`config.mk`:
```
export PLATFORM = sky130hd
export DESIGN_NAME = spl_lock
export DESIGN_NICKNAME = d
export VERILOG_FILES = /design/src/rtl/spl_lock.v
export VERILOG_INCLUDE_DIRS = /design/src /design/src/pkg
export SDC_FILE = /design/constraint.sdc
export NUM_CORES = 1
export LEC_CHECK = 0
export ABC_AREA = 1
export BUFFER_PORTS_ARGS = -buffer_cell sky130_fd_sc_hd__buf_2
export CORE_UTILIZATION = 58
export CTS_CLUSTER_DIAMETER = 200
export CTS_CLUSTER_SIZE = 16
export DETAILED_ROUTE_END_ITERATION = 6
export PLACE_DENSITY = 0.75
export RECOVER_POWER = 100
export SLEW_MARGIN = 30
export SYNTH_ARGS = -nofsm -noshare
export SYNTH_HDL_FRONTEND = slang
export SYNTH_SLANG_ARGS = --single-unit
```
`constraint.sdc`:
```
create_clock -name clk_sys -period 14.7 [get_ports clk_sys]
set_clock_uncertainty 0.1 [all_clocks]
set_input_delay 2.94 -clock clk_sys [delete_from_list [all_inputs] [get_ports clk_sys]]
set_output_delay 2.94 -clock clk_sys [all_outputs]
set_load 0.02 [all_outputs]
```
`src/pkg/spl_map.vh`:
```
// spl_map.vh: offsets, field positions, reset values and timing counts
// of the sector protection lock block, as `define macros.
// assumes: included by bare name from design files, guarded once.
`ifndef SPL_MAP_VH
`define SPL_MAP_VH

// register map on the plain port
`define SPL_A_CMD 4'h0
`define SPL_A_STATUS 4'h1
`define SPL_A_MODE 4'h2
`define SPL_A_SECT 4'h3
`define SPL_A_PPB 4'h4
`define SPL_A_DYB 4'h5
`define SPL_A_PW0 4'h6
`define SPL_A_PW1 4'h7
`define SPL_A_PWD0 4'h8
`define SPL_A_PWD1 4'h9

// command codes written to the command register
`define SPL_C_LOCK_CLR 8'h01
`define SPL_C_UNLOCK 8'h02
`define SPL_C_PPB_PROG 8'h03
`define SPL_C_PPB_ERASE 8'h04
`define SPL_C_DYB_WR 8'h05
`define SPL_C_PW_PROG 8'h06
`define SPL_C_MODE_PROG 8'h07
`define SPL_C_SOFT_RST 8'h08
`define SPL_C_ERR_CLR 8'h09

// status fields
`define SPL_S_BUSY 0
`define SPL_S_PERR 1
`define SPL_S_LOCK 2
`define SPL_S_MODE_LO 3
`define SPL_S_MODE_HI 4

// mode bits
`define SPL_MODE_DEFAULT 2'h3
`define SPL_MODE_PERSIST 2'h2
`define SPL_MODE_PASSWORD 2'h1

// reset values
`define SPL_PW_RESET 64'hFFFFFFFFFFFFFFFF
`define SPL_UNDEF_DATA 32'h00000000

// timing: retry interval in ns, clock period in ns
`define SPL_RETRY_NS 100000
`define SPL_CLK_NS 100
`define SPL_RETRY_CYC (`SPL_RETRY_NS / `SPL_CLK_NS)

`endif

```
`src/rtl/spl_lock.v`:
```
// spl_lock.v: sector protection lock, persistent and dynamic sector bits,
// password unlock with retry interval.
// assumes: one clock clk_sys, registers reached over a plain strobe port;
// mode and persistent bits are non-volatile, kept across reset here.
`include "spl_map.vh"
`default_nettype none

module spl_lock #(
  parameter SECTORS = 256,
  parameter SECT_W = 8,
  parameter RETRY_CYC = `SPL_RETRY_CYC
) (
  input wire clk_sys,
  input wire arst_n,
  input wire [3:0] reg_addr,
  input wire [31:0] reg_wdata,
  input wire reg_wr,
  input wire reg_rd,
  output reg [31:0] reg_rdata,
  output reg persistent_lock_bit,
  output reg busy_flag,
  output reg prog_err,
  output reg sect_unprot
);

  // ****************************************************************
  // state
  // ****************************************************************
  localparam ST_IDLE = 2'b01;
  localparam ST_WAIT = 2'b10;

  reg [1:0] state_r;
  reg [1:0] protection_mode_register;
  reg [SECTORS-1:0] persistent_sector_bit;
  reg [SECTORS-1:0] dynamic_sector_bit;
  reg [63:0] pw_store_r;
  reg [63:0] pw_try_r;
  reg [SECT_W-1:0] sect_r;
  reg [16:0] retry_cnt_r;
  reg nv_init_r;
  // power-up marker: no reset, so non-volatile state survives arst_n
  reg nv_loaded_r;

  wire pw_mode = protection_mode_register == `SPL_MODE_PASSWORD;
  wire cmd_wr = reg_wr && reg_addr == `SPL_A_CMD;
  wire [7:0] cmd = reg_wdata[7:0];

  function sel_bit;
    input [SECTORS-1:0] vec;
    input [SECT_W-1:0] idx;
    begin
      sel_bit = vec[idx];
    end
  endfunction

  // ****************************************************************
  // non-volatile storage: kept across reset, reloaded on every edge until nv_loaded_r is 1
  // ****************************************************************
  always @(posedge clk_sys) begin
    if (!nv_loaded_r) begin
      // unknown at power-up does not land here, only a known 0 does
      nv_loaded_r <= 1'b1;
    end
  end

  always @(posedge clk_sys) begin
    if (nv_loaded_r !== 1'b1) begin
      protection_mode_register <= `SPL_MODE_DEFAULT;
      persistent_sector_bit <= {SECTORS{1'b1}};
      pw_store_r <= `SPL_PW_RESET;
    end else if (nv_init_r && cmd_wr && state_r == ST_IDLE) begin
      case (cmd)
        `SPL_C_PPB_PROG: begin
          if (persistent_lock_bit)
            persistent_sector_bit[sect_r] <= 1'b0;
        end
        `SPL_C_PPB_ERASE: begin
          if (persistent_lock_bit)
            persistent_sector_bit <= {SECTORS{1'b1}};
        end
        `SPL_C_PW_PROG: begin
          if (protection_mode_register == `SPL_MODE_DEFAULT)
            pw_store_r <= pw_store_r & pw_try_r;
        end
        `SPL_C_MODE_PROG: begin
          // one-shot, only clears bits, never erased
          if (protection_mode_register == `SPL_MODE_DEFAULT &&
              (reg_wdata[9:8] == `SPL_MODE_PERSIST ||
               reg_wdata[9:8] == `SPL_MODE_PASSWORD))
            protection_mode_register <= reg_wdata[9:8];
        end
        default: begin
        end
      endcase
    end
  end

  always @(posedge clk_sys or negedge arst_n) begin
    if (!arst_n)
      nv_init_r <= 1'b0;
    else
      nv_init_r <= 1'b1;
  end

  // ****************************************************************
  // volatile control: lock bit, dynamic bits, unlock sequencer
  // ****************************************************************
  always @(posedge clk_sys or negedge arst_n) begin
    if (!arst_n) begin
      // lock resolved from mode after first edge below
      persistent_lock_bit <= 1'b0;
      dynamic_sector_bit <= {SECTORS{1'b1}};
      state_r <= ST_IDLE;
      busy_flag <= 1'b0;
      prog_err <= 1'b0;
      retry_cnt_r <= 17'h00000;
      sect_r <= {SECT_W{1'b0}};
      pw_try_r <= 64'h0000000000000000;
    end else if (!nv_init_r) begin
      // one lock bit, resolved from the retained mode
      persistent_lock_bit <= !pw_mode;
    end else begin
      if (reg_wr && reg_addr == `SPL_A_SECT)
        sect_r <= reg_wdata[SECT_W-1:0];
      if (reg_wr && reg_addr == `SPL_A_PW0)
        pw_try_r[31:0] <= reg_wdata;
      if (reg_wr && reg_addr == `SPL_A_PW1)
        pw_try_r[63:32] <= reg_wdata;
      case (state_r)
        ST_IDLE: begin
          if (cmd_wr) begin
            case (cmd)
              `SPL_C_LOCK_CLR: persistent_lock_bit <= 1'b0;
              `SPL_C_DYB_WR: dynamic_sector_bit[sect_r] <= reg_wdata[8];
              `SPL_C_ERR_CLR: prog_err <= 1'b0;
              `SPL_C_PPB_PROG, `SPL_C_PPB_ERASE: begin
                if (!persistent_lock_bit)
                  prog_err <= 1'b1;
              end
              `SPL_C_UNLOCK: begin
                if (pw_mode) begin
                  if (pw_try_r == pw_store_r) begin
                    persistent_lock_bit <= 1'b1;
                  end else begin
                    prog_err <= 1'b1;
                    busy_flag <= 1'b1;
                    retry_cnt_r <= RETRY_CYC[16:0];
                    state_r <= ST_WAIT;
                  end
                end
              end
              // soft reset leaves the lock bit alone
              `SPL_C_SOFT_RST: prog_err <= 1'b0;
              default: begin
              end
            endcase
          end
        end
        ST_WAIT: begin
          // commands refused while busy
          if (retry_cnt_r == 17'h00001) begin
            busy_flag <= 1'b0;
            state_r <= ST_IDLE;
          end
          retry_cnt_r <= retry_cnt_r - 17'h00001;
        end
        default: state_r <= ST_IDLE;
      endcase
    end
  end

  // ****************************************************************
  // read port and sector verdict
  // ****************************************************************
  always @(posedge clk_sys or negedge arst_n) begin
    if (!arst_n) begin
      reg_rdata <= 32'h00000000;
      sect_unprot <= 1'b0;
    end else begin
      sect_unprot <= sel_bit(persistent_sector_bit, sect_r) &
                     sel_bit(dynamic_sector_bit, sect_r);
      reg_rdata <= 32'h00000000;
      if (reg_rd) begin
        case (reg_addr)
          `SPL_A_STATUS: reg_rdata <= {27'h0000000, protection_mode_register,
                                       persistent_lock_bit, prog_err,
                                       busy_flag};
          `SPL_A_MODE: reg_rdata <= {30'h00000000, protection_mode_register};
          `SPL_A_SECT: reg_rdata <= {{(32-SECT_W){1'b0}}, sect_r};
          `SPL_A_PPB: reg_rdata <= {31'h00000000,
                                    sel_bit(persistent_sector_bit, sect_r)};
          `SPL_A_DYB: reg_rdata <= {31'h00000000,
                                    sel_bit(dynamic_sector_bit, sect_r)};
          `SPL_A_PWD0: reg_rdata <= pw_mode ? `SPL_UNDEF_DATA :
                                    pw_store_r[31:0];
          `SPL_A_PWD1: reg_rdata <= pw_mode ? `SPL_UNDEF_DATA :
                                    pw_store_r[63:32];
          default: reg_rdata <= 32'h00000000;
        endcase
      end
    end
  end

endmodule

`default_nettype wire

```
## After elaboration in Yosys (flattened, before gate mapping)

Cells that the tools add are included.

| storage, ports and cells | value |
|---|---|
| bits in registers | 706 |
| input bits | 40 |
| logic and storage cells | 130 |

| cells by class | value |
|---|---|
| add/subtract/negate cells | 1 |
| $lt $le $gt $ge | 2 |
| eq/ne operators | 41 |
| muxes and demuxes | 39 |
| bitwise logic cells | 4 |
| reduce and logical (&&, ||, !) cells | 28 |

Operators by type and width:

| operator | count |
|---|---|
| 256-bit 2-to-1 mux | 2 |
| 256-bit one-hot mux with 2 select lines | 1 |
| 256-bit AND | 1 |
| 256-bit bitwise mux | 1 |
| 256-bit inverter | 1 |
| 32-bit one-hot mux with 7 select lines | 1 |
| 32-bit 2-to-1 mux | 3 |
| 17-bit 2-to-1 mux | 4 |
| 64-bit AND | 1 |
| 64-bit equality test | 1 |
| 17-bit one-hot mux with 2 select lines | 1 |
| 8-bit by 3-bit equality test with 1-bit output, second input constant | 4 |
| 2-bit != test, second input constant | 9 |
| 17-bit by 1-bit equality test with 1-bit output, second input constant | 1 |
| 17-bit by 1-bit subtractor with 17-bit output, second input constant | 1 |
| 1-bit binary-select mux with 8-bit select | 2 |
| 4-bit by 3-bit equality test with 1-bit output, second input constant | 4 |
| 8-bit by 2-bit equality test with 1-bit output, second input constant | 2 |
| 8-bit by 4-bit equality test with 1-bit output, second input constant | 2 |
| 1-bit 2-to-1 mux | 14 |
| 7-bit AND reduction | 2 |
| 6-bit AND reduction | 2 |
| 2-bit 2-to-1 mux | 5 |
| 8-bit by 9-bit less-than comparator with 1-bit output, second input constant | 1 |
| 26 further kinds | 49 |

## Logic depth before layout (Yosys ltp)

Gate-level depths: netlist of run 1.

| depth | value |
|---|---|
| depth after elaboration | 8 |
| mapped depth | 19 |
| gate-level depth less buffers | 17 |

## Worst setup path after synthesis of run 1

OpenSTA, ideal clock, no wires.

| path | value |
|---|---|
| path type | in2reg |
| start point | input reg_wdata[4] |
| end point | register persistent_sector_bit[0] (enable) |
| library setup time | 0.878 ns |
| arrival | 14.260 ns |
| setup slack | -0.537 ns |
| cell stages on the path | 7 |
| path buffers | 0 |
| cell sequence | inv_1 -> nand4_1 -> inv_1 -> nand4_1 -> o41ai_1 -> nand2_1 -> nor2_1 |

| on the way | value |
|---|---|
| cells in the longest elaborated chain, start to end | 3 |
| elaborated cells on any way between the ends | 6 |
| classes of those cells | eq/ne (4); reduce/logical (2) |

RTL lines:

| what | RTL line | text |
|---|---|---|
| start: declaration | spl_lock.v:16 | `input wire [31:0] reg_wdata,` |
| 8-bit by 3-bit equality test with 1-bit output or 8-bit by 2-bit equality test with 1-bit output (tied branches) | spl_lock.v:72 | `case (cmd)` |
| 2-bit != test (no source line) or 2-bit nonzero test (tied branches) | n/a |  |
| 4-bit AND reduction (no source line) (*) | n/a |  |
| end signal: assignment | spl_lock.v:69 | `persistent_sector_bit <= {SECTORS{1'b1}};` |
| end signal: assignment | spl_lock.v:79 | `persistent_sector_bit <= {SECTORS{1'b1}};` |
| end: declaration | spl_lock.v:34 | `reg [SECTORS-1:0] persistent_sector_bit;` |

Every way passes the cells marked *; elsewhere a longest branch is shown, timed or not.
A chain may end at the register's enable or synchronous reset.

## Final worst setup path of run 1

| path | value |
|---|---|
| start point | input reg_addr[1] |
| end point | register persistent_sector_bit[50] (enable) |

| on the way | value |
|---|---|
| cells in the longest elaborated chain, start to end | 5 |

RTL lines:

| what | RTL line | text |
|---|---|---|
| start: declaration | spl_lock.v:15 | `input wire [3:0] reg_addr,` |
| 4-bit logical NOT (no source line) | n/a |  |
| 1-bit logical AND (no source line) | n/a |  |
| 1-bit logical AND (2 in series) | spl_lock.v:71 | `end else if (nv_init_r && cmd_wr && state_r == ST_IDLE) begin` |
| 4-bit AND reduction (no source line) | n/a |  |

Every way passes these cells.

==> results of run 1 <==
-- area by class of cell --
| cell class | count | area [um2] | share of cell area [%] |
|---|---|---|---|
| clock buffer | 90 | 1400 | 3.61 |
| clock inverter | 4 | 50.0 | 0.129 |
| inverter | 398 | 1510 | 3.89 |
| multi-input combinational | 3301 | 14600 | 37.5 |
| sequential | 706 | 19600 | 50.5 |
| tap | 837 | 1050 | 2.70 |
| timing repair buffer | 111 | 657 | 1.69 |
-- worst max-delay path by stage --
stage                     slack [ns]    startpoint  depth (start not counted)                         to
after floorplan                 3.79  reg_wdata[4]                          7   persistent_sector_bit[0]
after global placement          8.37   reg_addr[1]                         12    dynamic_sector_bit[176]
after detailed placement        8.24   reg_addr[1]                         10  persistent_sector_bit[48]
after CTS                       8.88   reg_addr[1]                         10  persistent_sector_bit[50]
after global routing            4.82        arst_n                          1                  sect_r[1]
final                           5.65   reg_addr[1]                         10  persistent_sector_bit[50]
-- cells in the mapped netlist, drive strengths merged, types with 3 or more instances --
master | n | area share (%)
a211oi | 3 | 0.061
a21oi | 155 | 2.1
a221oi | 3 | 0.072
a31oi | 3 | 0.051
buf | 80 | 1.0
clkbuf | 175 | 1.8
clkinv | 11 | 0.11
dfrtp | 127 | 8.7
dfstp | 257 | 18
edfxtp | 322 | 26
ha | 66 | 2.3
inv | 387 | 4.0
nand2 | 1789 | 18
nand3 | 109 | 1.5
nand4 | 16 | 0.27
nor2 | 645 | 6.6
nor3 | 10 | 0.16
nor4 | 21 | 0.36
o21a | 157 | 3.2
o21ai | 295 | 4.0
o22ai | 7 | 0.12
o31ai | 5 | 0.10
or2 | 3 | 0.051
-- critical path: cells and delay by family --
family | cells | cell delay [ns]
buffers and inverters | 6 | 5.12
and+or+nand+nor | 4 | 0.90
-- layer usage --
metal	vias up	part of all wire (%)
li1	14500	-
met1	14300	40
met2	1373	46
met3	244	9.8
met4	0	3.7
met5	-	0
-- power breakdown --
part	internal, mW	switching, mW
combinational	0.195	0.587
sequential	2.12	0.0705
clock	0.650	0.711
-- state kept, by name, indices dropped and copies added (netlist names) --
name / flops
retry_cnt_r: 17
dynamic_sector_bit: 256
sect_unprot: 1
sect_r: 8
pw_try_r: 64
reg_rdata: 32
persistent_sector_bit: 256
prog_err: 1
persistent_lock_bit: 1
protection_mode_register: 2
busy_flag: 1
state_r: 2
pw_store_r: 64
nv_init_r: 1
-- metrics by stage --
stage / hold slack [ns] / total power, mW
finish: 0.369 / 4.33
global route: 0.383 / 4.50
CTS: 0.370 / 4.33
detailed placement: 0.358 / 2.99
global placement: 0.355 / 2.98
floorplan: 0.346 / 2.69
-- kinds of logic (layout without fill, tap and decap cells) --
family | after synthesis | count (layout) | share of synthesized area (%)
AO/OA/AOI/OAI | 634 | 634 | 9.90
XOR/XNOR | 4 | 4 | 0.0956
adder cells (fa/ha/maj) | 66 | 66 | 2.25
buffers and inverters | 653 | 603 | 6.92
flip-flops | 706 | 706 | 53.5
other | 1 | 1 | 0.0102
AND/OR/NAND/NOR | 2596 | 2596 | 27.3
==> report_table.html, run 1 <==
<table>
<tr><th>Metric</th><th>Value</th></tr>
<tr><th colspan="2">Run status</th></tr>
<tr><td>Outcome</td><td>finished with violations</td></tr>
<tr><td>Failing checks</td><td>max-capacitance violations, max-slew violations</td></tr>
<tr><th colspan="2">Critical path</th></tr>
<tr><td>Worst r2r src</td><td>sect_r[0]</td></tr>
<tr><td>Critical Path Source Type</td><td>input pin</td></tr>
<tr><td>Highest cell delay on the worst timing path</td><td>2.68 ns</td></tr>
<tr><td>Reg2Reg Capture Point</td><td>reg_rdata[0]</td></tr>
<tr><td>Critical Path, Cell by Cell</td><td>clkbuf_1 -&gt; nor2_2 -&gt; clkbuf_1 -&gt; nand3_1 -&gt; nor3_1 -&gt; inv_1 -&gt; nor2_4 -&gt; clkbuf_1 -&gt; buf_12 -&gt; buf_16</td></tr>
<tr><td>Type of the setup path with the least slack</td><td>in -&gt; reg</td></tr>
<tr><td>Worst endpoint required time</td><td>14.85 ns</td></tr>
<tr><td>CP arrival</td><td>9.19 ns</td></tr>
<tr><td>R2R cell count</td><td>17</td></tr>
<tr><td>Slack of the worst reg-to-reg path</td><td>6.82 ns</td></tr>
<tr><td>Critical path capture point type</td><td>register</td></tr>
<tr><td>Crit-path slowest cell</td><td>clkbuf_1</td></tr>
<tr><td>Top fanout value on the critical path</td><td>97</td></tr>
<tr><td>Most frequent cell on the critical path</td><td>clkbuf_1</td></tr>
<tr><th colspan="2">Logic synthesis</th></tr>
<tr><td>Fraction of the yosys area taken by sequential cells</td><td>a little over half</td></tr>
<tr><td>Avg Synthesized Cell Area</td><td>7.86 um2</td></tr>
<tr><td>Mapped Nets</td><td>4766</td></tr>
<tr><td>Flip-flop and latch count after synthesis</td><td>706</td></tr>
<tr><td>Post-synth EDFFs</td><td>322</td></tr>
<tr><td>Gate count after technology mapping</td><td>4660</td></tr>
<tr><td>Count of cell types in the netlist</td><td>40</td></tr>
<tr><td>Number of warnings reported in the yosys synthesis log</td><td>0</td></tr>
<tr><td>Syn Std Cell Area</td><td>0.0366 mm2</td></tr>
<tr><td>Fraction of registers with async set/reset</td><td>54.4%</td></tr>
<tr><td>Top_reg_cell synth</td><td>edfxtp_1</td></tr>
<tr><th colspan="2">Timing</th></tr>
<tr><td>Post-route worst setup slack</td><td>around 5.7 ns</td></tr>
<tr><td>RSZ-0062 raised after global routing</td><td>no</td></tr>
<tr><td>Final number of setup-violating endpoints</td><td>0</td></tr>
<tr><td>Final Cycle Share</td><td>61.5%</td></tr>
<tr><td>Max Fclk</td><td>111 MHz</td></tr>
<tr><td>Final-report hold violation count</td><td>0</td></tr>
<tr><td>Worst relative slew slack</td><td>-291%</td></tr>
<tr><td>Final critical delay including setup and external delays</td><td>slightly above 9 ns</td></tr>
<tr><td>Worst-Margin Slew</td><td>5.86 ns</td></tr>
<tr><td>Total negative setup slack</td><td>0 ns</td></tr>
<tr><td>Max-slew violation count</td><td>728</td></tr>
<tr><th colspan="2">Cells and area</th></tr>
<tr><td>Layout Cells excl Fill</td><td>between 5k and 6k</td></tr>
<tr><td>Area overhead of the layout relative to synthesis</td><td>5.94%</td></tr>
<tr><td>Share of final-layout standard cells stronger than drive strength 1</td><td>8.79%</td></tr>
<tr><td>Ant diodes</td><td>0</td></tr>
<tr><td>Final design area excluding fillers</td><td>0.0388 mm2</td></tr>
<tr><td>Most common library cell in the layout ignoring fill and taps</td><td>nand2_1</td></tr>
<tr><td>Final design utilization</td><td>62.6%</td></tr>
<tr><td>Count of fill cells added during filler insertion</td><td>5449</td></tr>
<tr><td>Highest-count cells in the layout ignoring fill and taps</td><td>nand2_1 (1789), nor2_1 (638), inv_1 (373)</td></tr>
<tr><td>Net total in the final layout</td><td>4674</td></tr>
<tr><th colspan="2">Floorplanning</th></tr>
<tr><td>Initial Utilization</td><td>59.1%</td></tr>
<tr><td>Full die area</td><td>0.0642 mm2</td></tr>
<tr><td>Die Ht</td><td>253 um</td></tr>
<tr><td>Core Footprint</td><td>0.0621 mm2</td></tr>
<tr><td>Top-level port count</td><td>76</td></tr>
<tr><td>Chip width</td><td>about 250 um</td></tr>
<tr><td>Cell Rows</td><td>91</td></tr>
<tr><th colspan="2">Clock network</th></tr>
<tr><td>Maximum buffer depth of the clock tree</td><td>3</td></tr>
<tr><td>H-tree Lvls</td><td>2</td></tr>
<tr><td>Number of buffers inserted by hold repair at cts</td><td>0</td></tr>
<tr><td>Total clock sinks</td><td>706</td></tr>
<tr><td>Clk_lat worst skew</td><td>0.64 ns</td></tr>
<tr><td>CTS buffer count</td><td>50</td></tr>
<tr><td>Root buffer selected by CTS</td><td>clkbuf_16</td></tr>
<tr><td>Clock tree from TritonCTS</td><td>built</td></tr>
<tr><td>Setup bufs post-CTS</td><td>0</td></tr>
<tr><td>Post_cts resized</td><td>0</td></tr>
<tr><td>Clock transition at the registers of the reported paths</td><td>approximately 0.070 ns</td></tr>
<tr><th colspan="2">Global routing</th></tr>
<tr><td>Global route overflow</td><td>0</td></tr>
<tr><td>Met3 Use GR</td><td>around 4.8%</td></tr>
<tr><td>Global routing usage on met2</td><td>52.6%</td></tr>
<tr><td>Global route hottest layer</td><td>met2</td></tr>
<tr><td>Number of global-route vias before repair</td><td>29.0k</td></tr>
<tr><td>Global-route total usage across every layer</td><td>31.8%</td></tr>
<tr><td>Global-route wire length before repair</td><td>159 mm</td></tr>
<tr><td>Initial antenna violation count</td><td>0</td></tr>
<tr><td>Maximum number of pins on one net before global-route repair</td><td>188</td></tr>
<tr><td>Global routing met1 resource utilization</td><td>42.6%</td></tr>
<tr><th colspan="2">Power and ir drop</th></tr>
<tr><td>Power density over the cells</td><td>112 mW/mm2</td></tr>
<tr><td>Static power due to leakage</td><td>16.7 nW</td></tr>
<tr><td>Maximum resistive drop on vdd</td><td>0.0784 mV</td></tr>
<tr><th colspan="2">Placement</th></tr>
<tr><td>Cell area reported after detailed placement</td><td>between 0.03 and 0.04 mm2</td></tr>
<tr><td>Half-perimeter wire length after detailed placement</td><td>55.9 mm</td></tr>
<tr><td>Pre-CTS setup slack</td><td>8.24 ns</td></tr>
<tr><td>Port buffer count</td><td>75</td></tr>
<tr><td>Number of cells after detailed placement</td><td>5353</td></tr>
<tr><td>Gp weighted congestion</td><td>0.878</td></tr>
<tr><th colspan="2">Drt</th></tr>
<tr><td>Total Wirelength</td><td>99.7 mm</td></tr>
<tr><td># DRC</td><td>0</td></tr>
<tr><td>WL per Instance</td><td>between 15 and 20 um</td></tr>
<tr><td>Total vias in the final route</td><td>roughly 30k</td></tr>
<tr><td>Number of iterations in the first detailed-routing pass</td><td>6</td></tr>
<tr><td>Routed Antenna Nets</td><td>0</td></tr>
<tr><td>Per-cell via count in the routed design</td><td>~5.6</td></tr>
<tr><td>DRC violation total after the first TritonRoute iteration</td><td>3179</td></tr>
<tr><th colspan="2">Hold path</th></tr>
<tr><td>Worst Hold Depth</td><td>2</td></tr>
<tr><td>Critical hold path startpoint</td><td>dynamic_sector_bit[64]</td></tr>
<tr><td>Path class of the lowest-slack min-delay path</td><td>reg -&gt; reg</td></tr>
<tr><td>End point of the worst hold path</td><td>dynamic_sector_bit[64]</td></tr>
<tr><th colspan="2">Run</th></tr>
<tr><td>Max-cap check violation count</td><td>12</td></tr>
</table>
Note: power is estimated with default switching activity, not from simulation.
==> inputs of run 2 (changes only) <==
==> constraint.sdc (replaced) <==
create_clock -name clk_sys -period 8.5 [get_ports clk_sys]
set_clock_uncertainty 0.1 [all_clocks]
set_input_delay 1.7 -clock clk_sys [delete_from_list [all_inputs] [get_ports clk_sys]]
set_output_delay 1.7 -clock clk_sys [all_outputs]
set_load 0.02 [all_outputs]
==> run 2 against run 1 <==
Net effect:
- the run still ends with max-capacitance violations, max-slew violations left
- first-iteration DRC count is 5.6% lower
- sequential power is 72% higher
- die area stayed put
- setup slack worse by 3.7 ns
- largest cell class unchanged
==> report_table.html, run 2 (synthesized netlist as in run 1, its figures left out) <==
<table>
<tr><th>Metric</th><th>Value</th></tr>
<tr><th colspan="2">Run status</th></tr>
<tr><td>Outcome</td><td>finished with violations</td></tr>
<tr><td>Failing checks</td><td>max-capacitance violations, max-slew violations</td></tr>
<tr><th colspan="2">Floorplanning</th></tr>
<tr><td>Die Ht</td><td>253 um (unchanged)</td></tr>
<tr><td>Full die area</td><td>0.0642 mm2 (unchanged)</td></tr>
<tr><td>Chip width</td><td>253 um (unchanged)</td></tr>
<tr><td>Core Footprint</td><td>0.0621 mm2 (unchanged)</td></tr>
<tr><td>Cell Rows</td><td>91 (unchanged)</td></tr>
<tr><td>Initial Utilization</td><td>59.1% (unchanged)</td></tr>
<tr><td>Top-level port count</td><td>76 (unchanged)</td></tr>
<tr><th colspan="2">Global routing</th></tr>
<tr><td>Global-route wire length before repair</td><td>159 mm (-0.26%)</td></tr>
<tr><td>Global-route total usage across every layer</td><td>31.6% (-0.19 points)</td></tr>
<tr><td>Global route hottest layer</td><td>met2</td></tr>
<tr><td>Met3 Use GR</td><td>4.42% (-0.36 points)</td></tr>
<tr><td>Maximum number of pins on one net before global-route repair</td><td>209 (+11%)</td></tr>
<tr><td>Global routing usage on met2</td><td>51.9% (-0.77 points)</td></tr>
<tr><td>Global routing met1 resource utilization</td><td>42.9% (+0.37 points)</td></tr>
<tr><td>Global route overflow</td><td>0 (unchanged)</td></tr>
<tr><td>Initial antenna violation count</td><td>0 (unchanged)</td></tr>
<tr><td>Number of global-route vias before repair</td><td>29.1k (+0.38%)</td></tr>
<tr><th colspan="2">Placement</th></tr>
<tr><td>Half-perimeter wire length after detailed placement</td><td>56.2 mm (+0.40%)</td></tr>
<tr><td>Port buffer count</td><td>75 (unchanged)</td></tr>
<tr><td>Pre-CTS setup slack</td><td>3.36 ns (-4.88 ns)</td></tr>
<tr><td>Gp weighted congestion</td><td>0.876 (-0.24%)</td></tr>
<tr><th colspan="2">Cells and area</th></tr>
<tr><td>Most common library cell in the layout ignoring fill and taps</td><td>nand2_1</td></tr>
<tr><td>Area overhead of the layout relative to synthesis</td><td>6.03% (about the same)</td></tr>
<tr><td>Net total in the final layout</td><td>4678 (+0.086%)</td></tr>
<tr><td>Share of final-layout standard cells stronger than drive strength 1</td><td>8.65% (-0.13 points)</td></tr>
<tr><td>Final design utilization</td><td>62.6% (about the same)</td></tr>
<tr><td>Leading registers by flop count</td><td>dynamic_sector_bit x256, persistent_sector_bit x256</td></tr>
<tr><td>Ant diodes</td><td>0 (unchanged)</td></tr>
<tr><td>Highest-count cells in the layout ignoring fill and taps</td><td>nand2_1 (1789), nor2_1 (640), inv_1 (382)</td></tr>
<tr><th colspan="2">Power and ir drop</th></tr>
<tr><td>Maximum resistive drop on vdd</td><td>0.141 mV (+80%)</td></tr>
<tr><td>Power consumption</td><td>7.48 mW (+73%)</td></tr>
<tr><td>Power density over the cells</td><td>192 mW/mm2 (+72%)</td></tr>
<tr><td>Static power due to leakage</td><td>16.8 nW (+0.17%)</td></tr>
<tr><th colspan="2">Hold path</th></tr>
<tr><td>Worst Hold Depth</td><td>2 (unchanged)</td></tr>
<tr><td>Path class of the lowest-slack min-delay path</td><td>reg -&gt; reg</td></tr>
<tr><td>Critical hold path startpoint</td><td>dynamic_sector_bit[100]</td></tr>
<tr><td>End point of the worst hold path</td><td>dynamic_sector_bit[100]</td></tr>
<tr><th colspan="2">Clock network</th></tr>
<tr><td>CTS buffer count</td><td>50 (unchanged)</td></tr>
<tr><td>Clock tree from TritonCTS</td><td>built</td></tr>
<tr><td>Setup bufs post-CTS</td><td>0 (unchanged)</td></tr>
<tr><td>Clk_lat worst skew</td><td>0.63 ns (about the same)</td></tr>
<tr><td>Number of buffers inserted by hold repair at cts</td><td>0 (unchanged)</td></tr>
<tr><td>Clock transition at the registers of the reported paths</td><td>0.08 ns (about the same)</td></tr>
<tr><td>Maximum buffer depth of the clock tree</td><td>3 (unchanged)</td></tr>
<tr><td>H-tree Lvls</td><td>2 (unchanged)</td></tr>
<tr><td>Post_cts resized</td><td>0 (unchanged)</td></tr>
<tr><td>Root buffer selected by CTS</td><td>clkbuf_16</td></tr>
<tr><td>Total clock sinks</td><td>706 (unchanged)</td></tr>
<tr><th colspan="2">Run</th></tr>
<tr><td>Max-cap check violation count</td><td>17 (+5)</td></tr>
<tr><th colspan="2">Timing</th></tr>
<tr><td>Total negative setup slack</td><td>0 ns (unchanged)</td></tr>
<tr><td>Final Cycle Share</td><td>approximately three quarters</td></tr>
<tr><td>Final critical delay including setup and external delays</td><td>6.54 ns</td></tr>
<tr><td>Worst relative slew slack</td><td>-146% (+150 points)</td></tr>
<tr><td>RSZ-0062 raised after global routing</td><td>no</td></tr>
<tr><td>Final number of setup-violating endpoints</td><td>0 (unchanged)</td></tr>
<tr><td>Post-route worst setup slack</td><td>1.96 ns (-3.69 ns)</td></tr>
<tr><td>Max-slew violation count</td><td>788 (+8.2%)</td></tr>
<tr><td>Max Fclk</td><td>153 MHz</td></tr>
<tr><td>Final-report hold violation count</td><td>0 (unchanged)</td></tr>
<tr><td>Worst-Margin Slew</td><td>3.68 ns (-2.18 ns)</td></tr>
<tr><th colspan="2">Critical path</th></tr>
<tr><td>Top fanout value on the critical path</td><td>49 (-49%)</td></tr>
<tr><td>R2R cell count</td><td>10 (-7)</td></tr>
<tr><td>Reg2Reg Capture Point</td><td>persistent_sector_bit[254]</td></tr>
<tr><td>Worst endpoint required time</td><td>8.70 ns (-6.15 ns)</td></tr>
<tr><td>Critical Path, Cell by Cell</td><td>clkbuf_1 -&gt; nor2_1 -&gt; nand3_1 -&gt; nor3_1 -&gt; inv_1 -&gt; nor2_1 -&gt; clkbuf_1 -&gt; buf_16</td></tr>
<tr><td>Number of buffer and inverter instances along the worst setup path</td><td>4 (-2)</td></tr>
<tr><td>Slack of the worst reg-to-reg path</td><td>2.54 ns (-4.28 ns)</td></tr>
<tr><td>CP arrival</td><td>6.73 ns (-2.46 ns)</td></tr>
<tr><td>Highest cell delay on the worst timing path</td><td>1.85 ns (-0.83 ns)</td></tr>
<tr><td>Critical Path Source Type</td><td>input pin</td></tr>
<tr><td>Critical path capture point type</td><td>register</td></tr>
<tr><td>Crit-path slowest cell</td><td>nor2_1</td></tr>
<tr><td>Type of the setup path with the least slack</td><td>in -&gt; reg</td></tr>
<tr><td>Family of cells with the greatest summed delay on the critical path</td><td>simple AND/OR/NAND/NOR gates</td></tr>
<tr><td>Worst r2r src</td><td>sect_r[1]</td></tr>
<tr><th colspan="2">Drt</th></tr>
<tr><td>Routed Antenna Nets</td><td>0 (unchanged)</td></tr>
<tr><td>Number of iterations in the first detailed-routing pass</td><td>5 (-1)</td></tr>
<tr><td>DRC violation total after the first TritonRoute iteration</td><td>3000 (-5.6%)</td></tr>
<tr><td>Total vias in the final route</td><td>30.5k (+0.066%)</td></tr>
<tr><td># DRC</td><td>0 (unchanged)</td></tr>
<tr><td>Per-cell via count in the routed design</td><td>5.59 (about the same)</td></tr>
<tr><td>WL per Instance</td><td>18.3 um (+0.14%)</td></tr>
<tr><td>Total Wirelength</td><td>99.9 mm (+0.17%)</td></tr>
</table>
[run 2: cell count changes in the layout (fill, tap and decap cells not counted), moves of 2 or more]
cell	previous run	this run
inv_1	373	382
inv_2	12	3
buf_6	5	1
clkbuf_2	0	4
buf_16	1	4
clkinvlp_2	0	3
buf_12	4	2
buf_4	19	21
clkinv_2	2	0
nor2_1	638	640
nor2_4	6	4
[run 2: area by class of cell]
| class | instances | area, um2 |
|---|---|---|
| fillers | 5454 | 23200 |
| flip-flops and latches | 706 | 19600 |
| multi-input cells | 3301 | 14600 |
| inverters | 398 | 1520 |
| clock buffers | 88 | 1390 |
| well taps | 837 | 1050 |
| repair buffers | 115 | 693 |
| clock inverters | 4 | 50.0 |
[run 2: worst min-delay path: cells and delay by family, from the launching register on]
family                 cells  cell delay (ns)
AO/OA/AOI/OAI              1             0.05
flip-flops                 1             0.36
buffers and inverters      1             0.05
[run 2: layer usage]
metal,up-vias,wire (um)
li1,14500,-
met1,14500,41700
met2,1273,46500
met3,188,8500
met4,0,3180
met5,-,0
[run 2: where the power goes]
part           switching (mW)  leakage (nW)  internal, mW
registers               0.112          7.24          3.66
clock network            1.23         0.684          1.12
logic                    1.01          8.84         0.333
[run 2: how the worst max path moves through the flow]
stage / from / end / slack, ns / depth (start not counted)
CTS: sect_r[0] / reg_rdata[0] / 3.80 / 18
detailed placement: reg_addr[1] / dynamic_sector_bit[100] / 3.36 / 11
floorplan: reg_wdata[4] / persistent_sector_bit[0] / 1.70 / 7
global route: reg_addr[1] / persistent_sector_bit[50] / 1.72 / 7
global placement: reg_addr[1] / dynamic_sector_bit[184] / 3.48 / 11
finish: reg_addr[1] / persistent_sector_bit[192] / 1.96 / 8
[run 2: per-stage QoR]
step                      instances  cell area (um2)  hold slack, ns
after floorplan                4660            36700           0.346
after global placement         5353            37400           0.355
after detailed placement       5353            37400           0.360
after CTS                      5445            38900           0.372
after global routing           5449            38900           0.385
final                          5449            38900           0.370
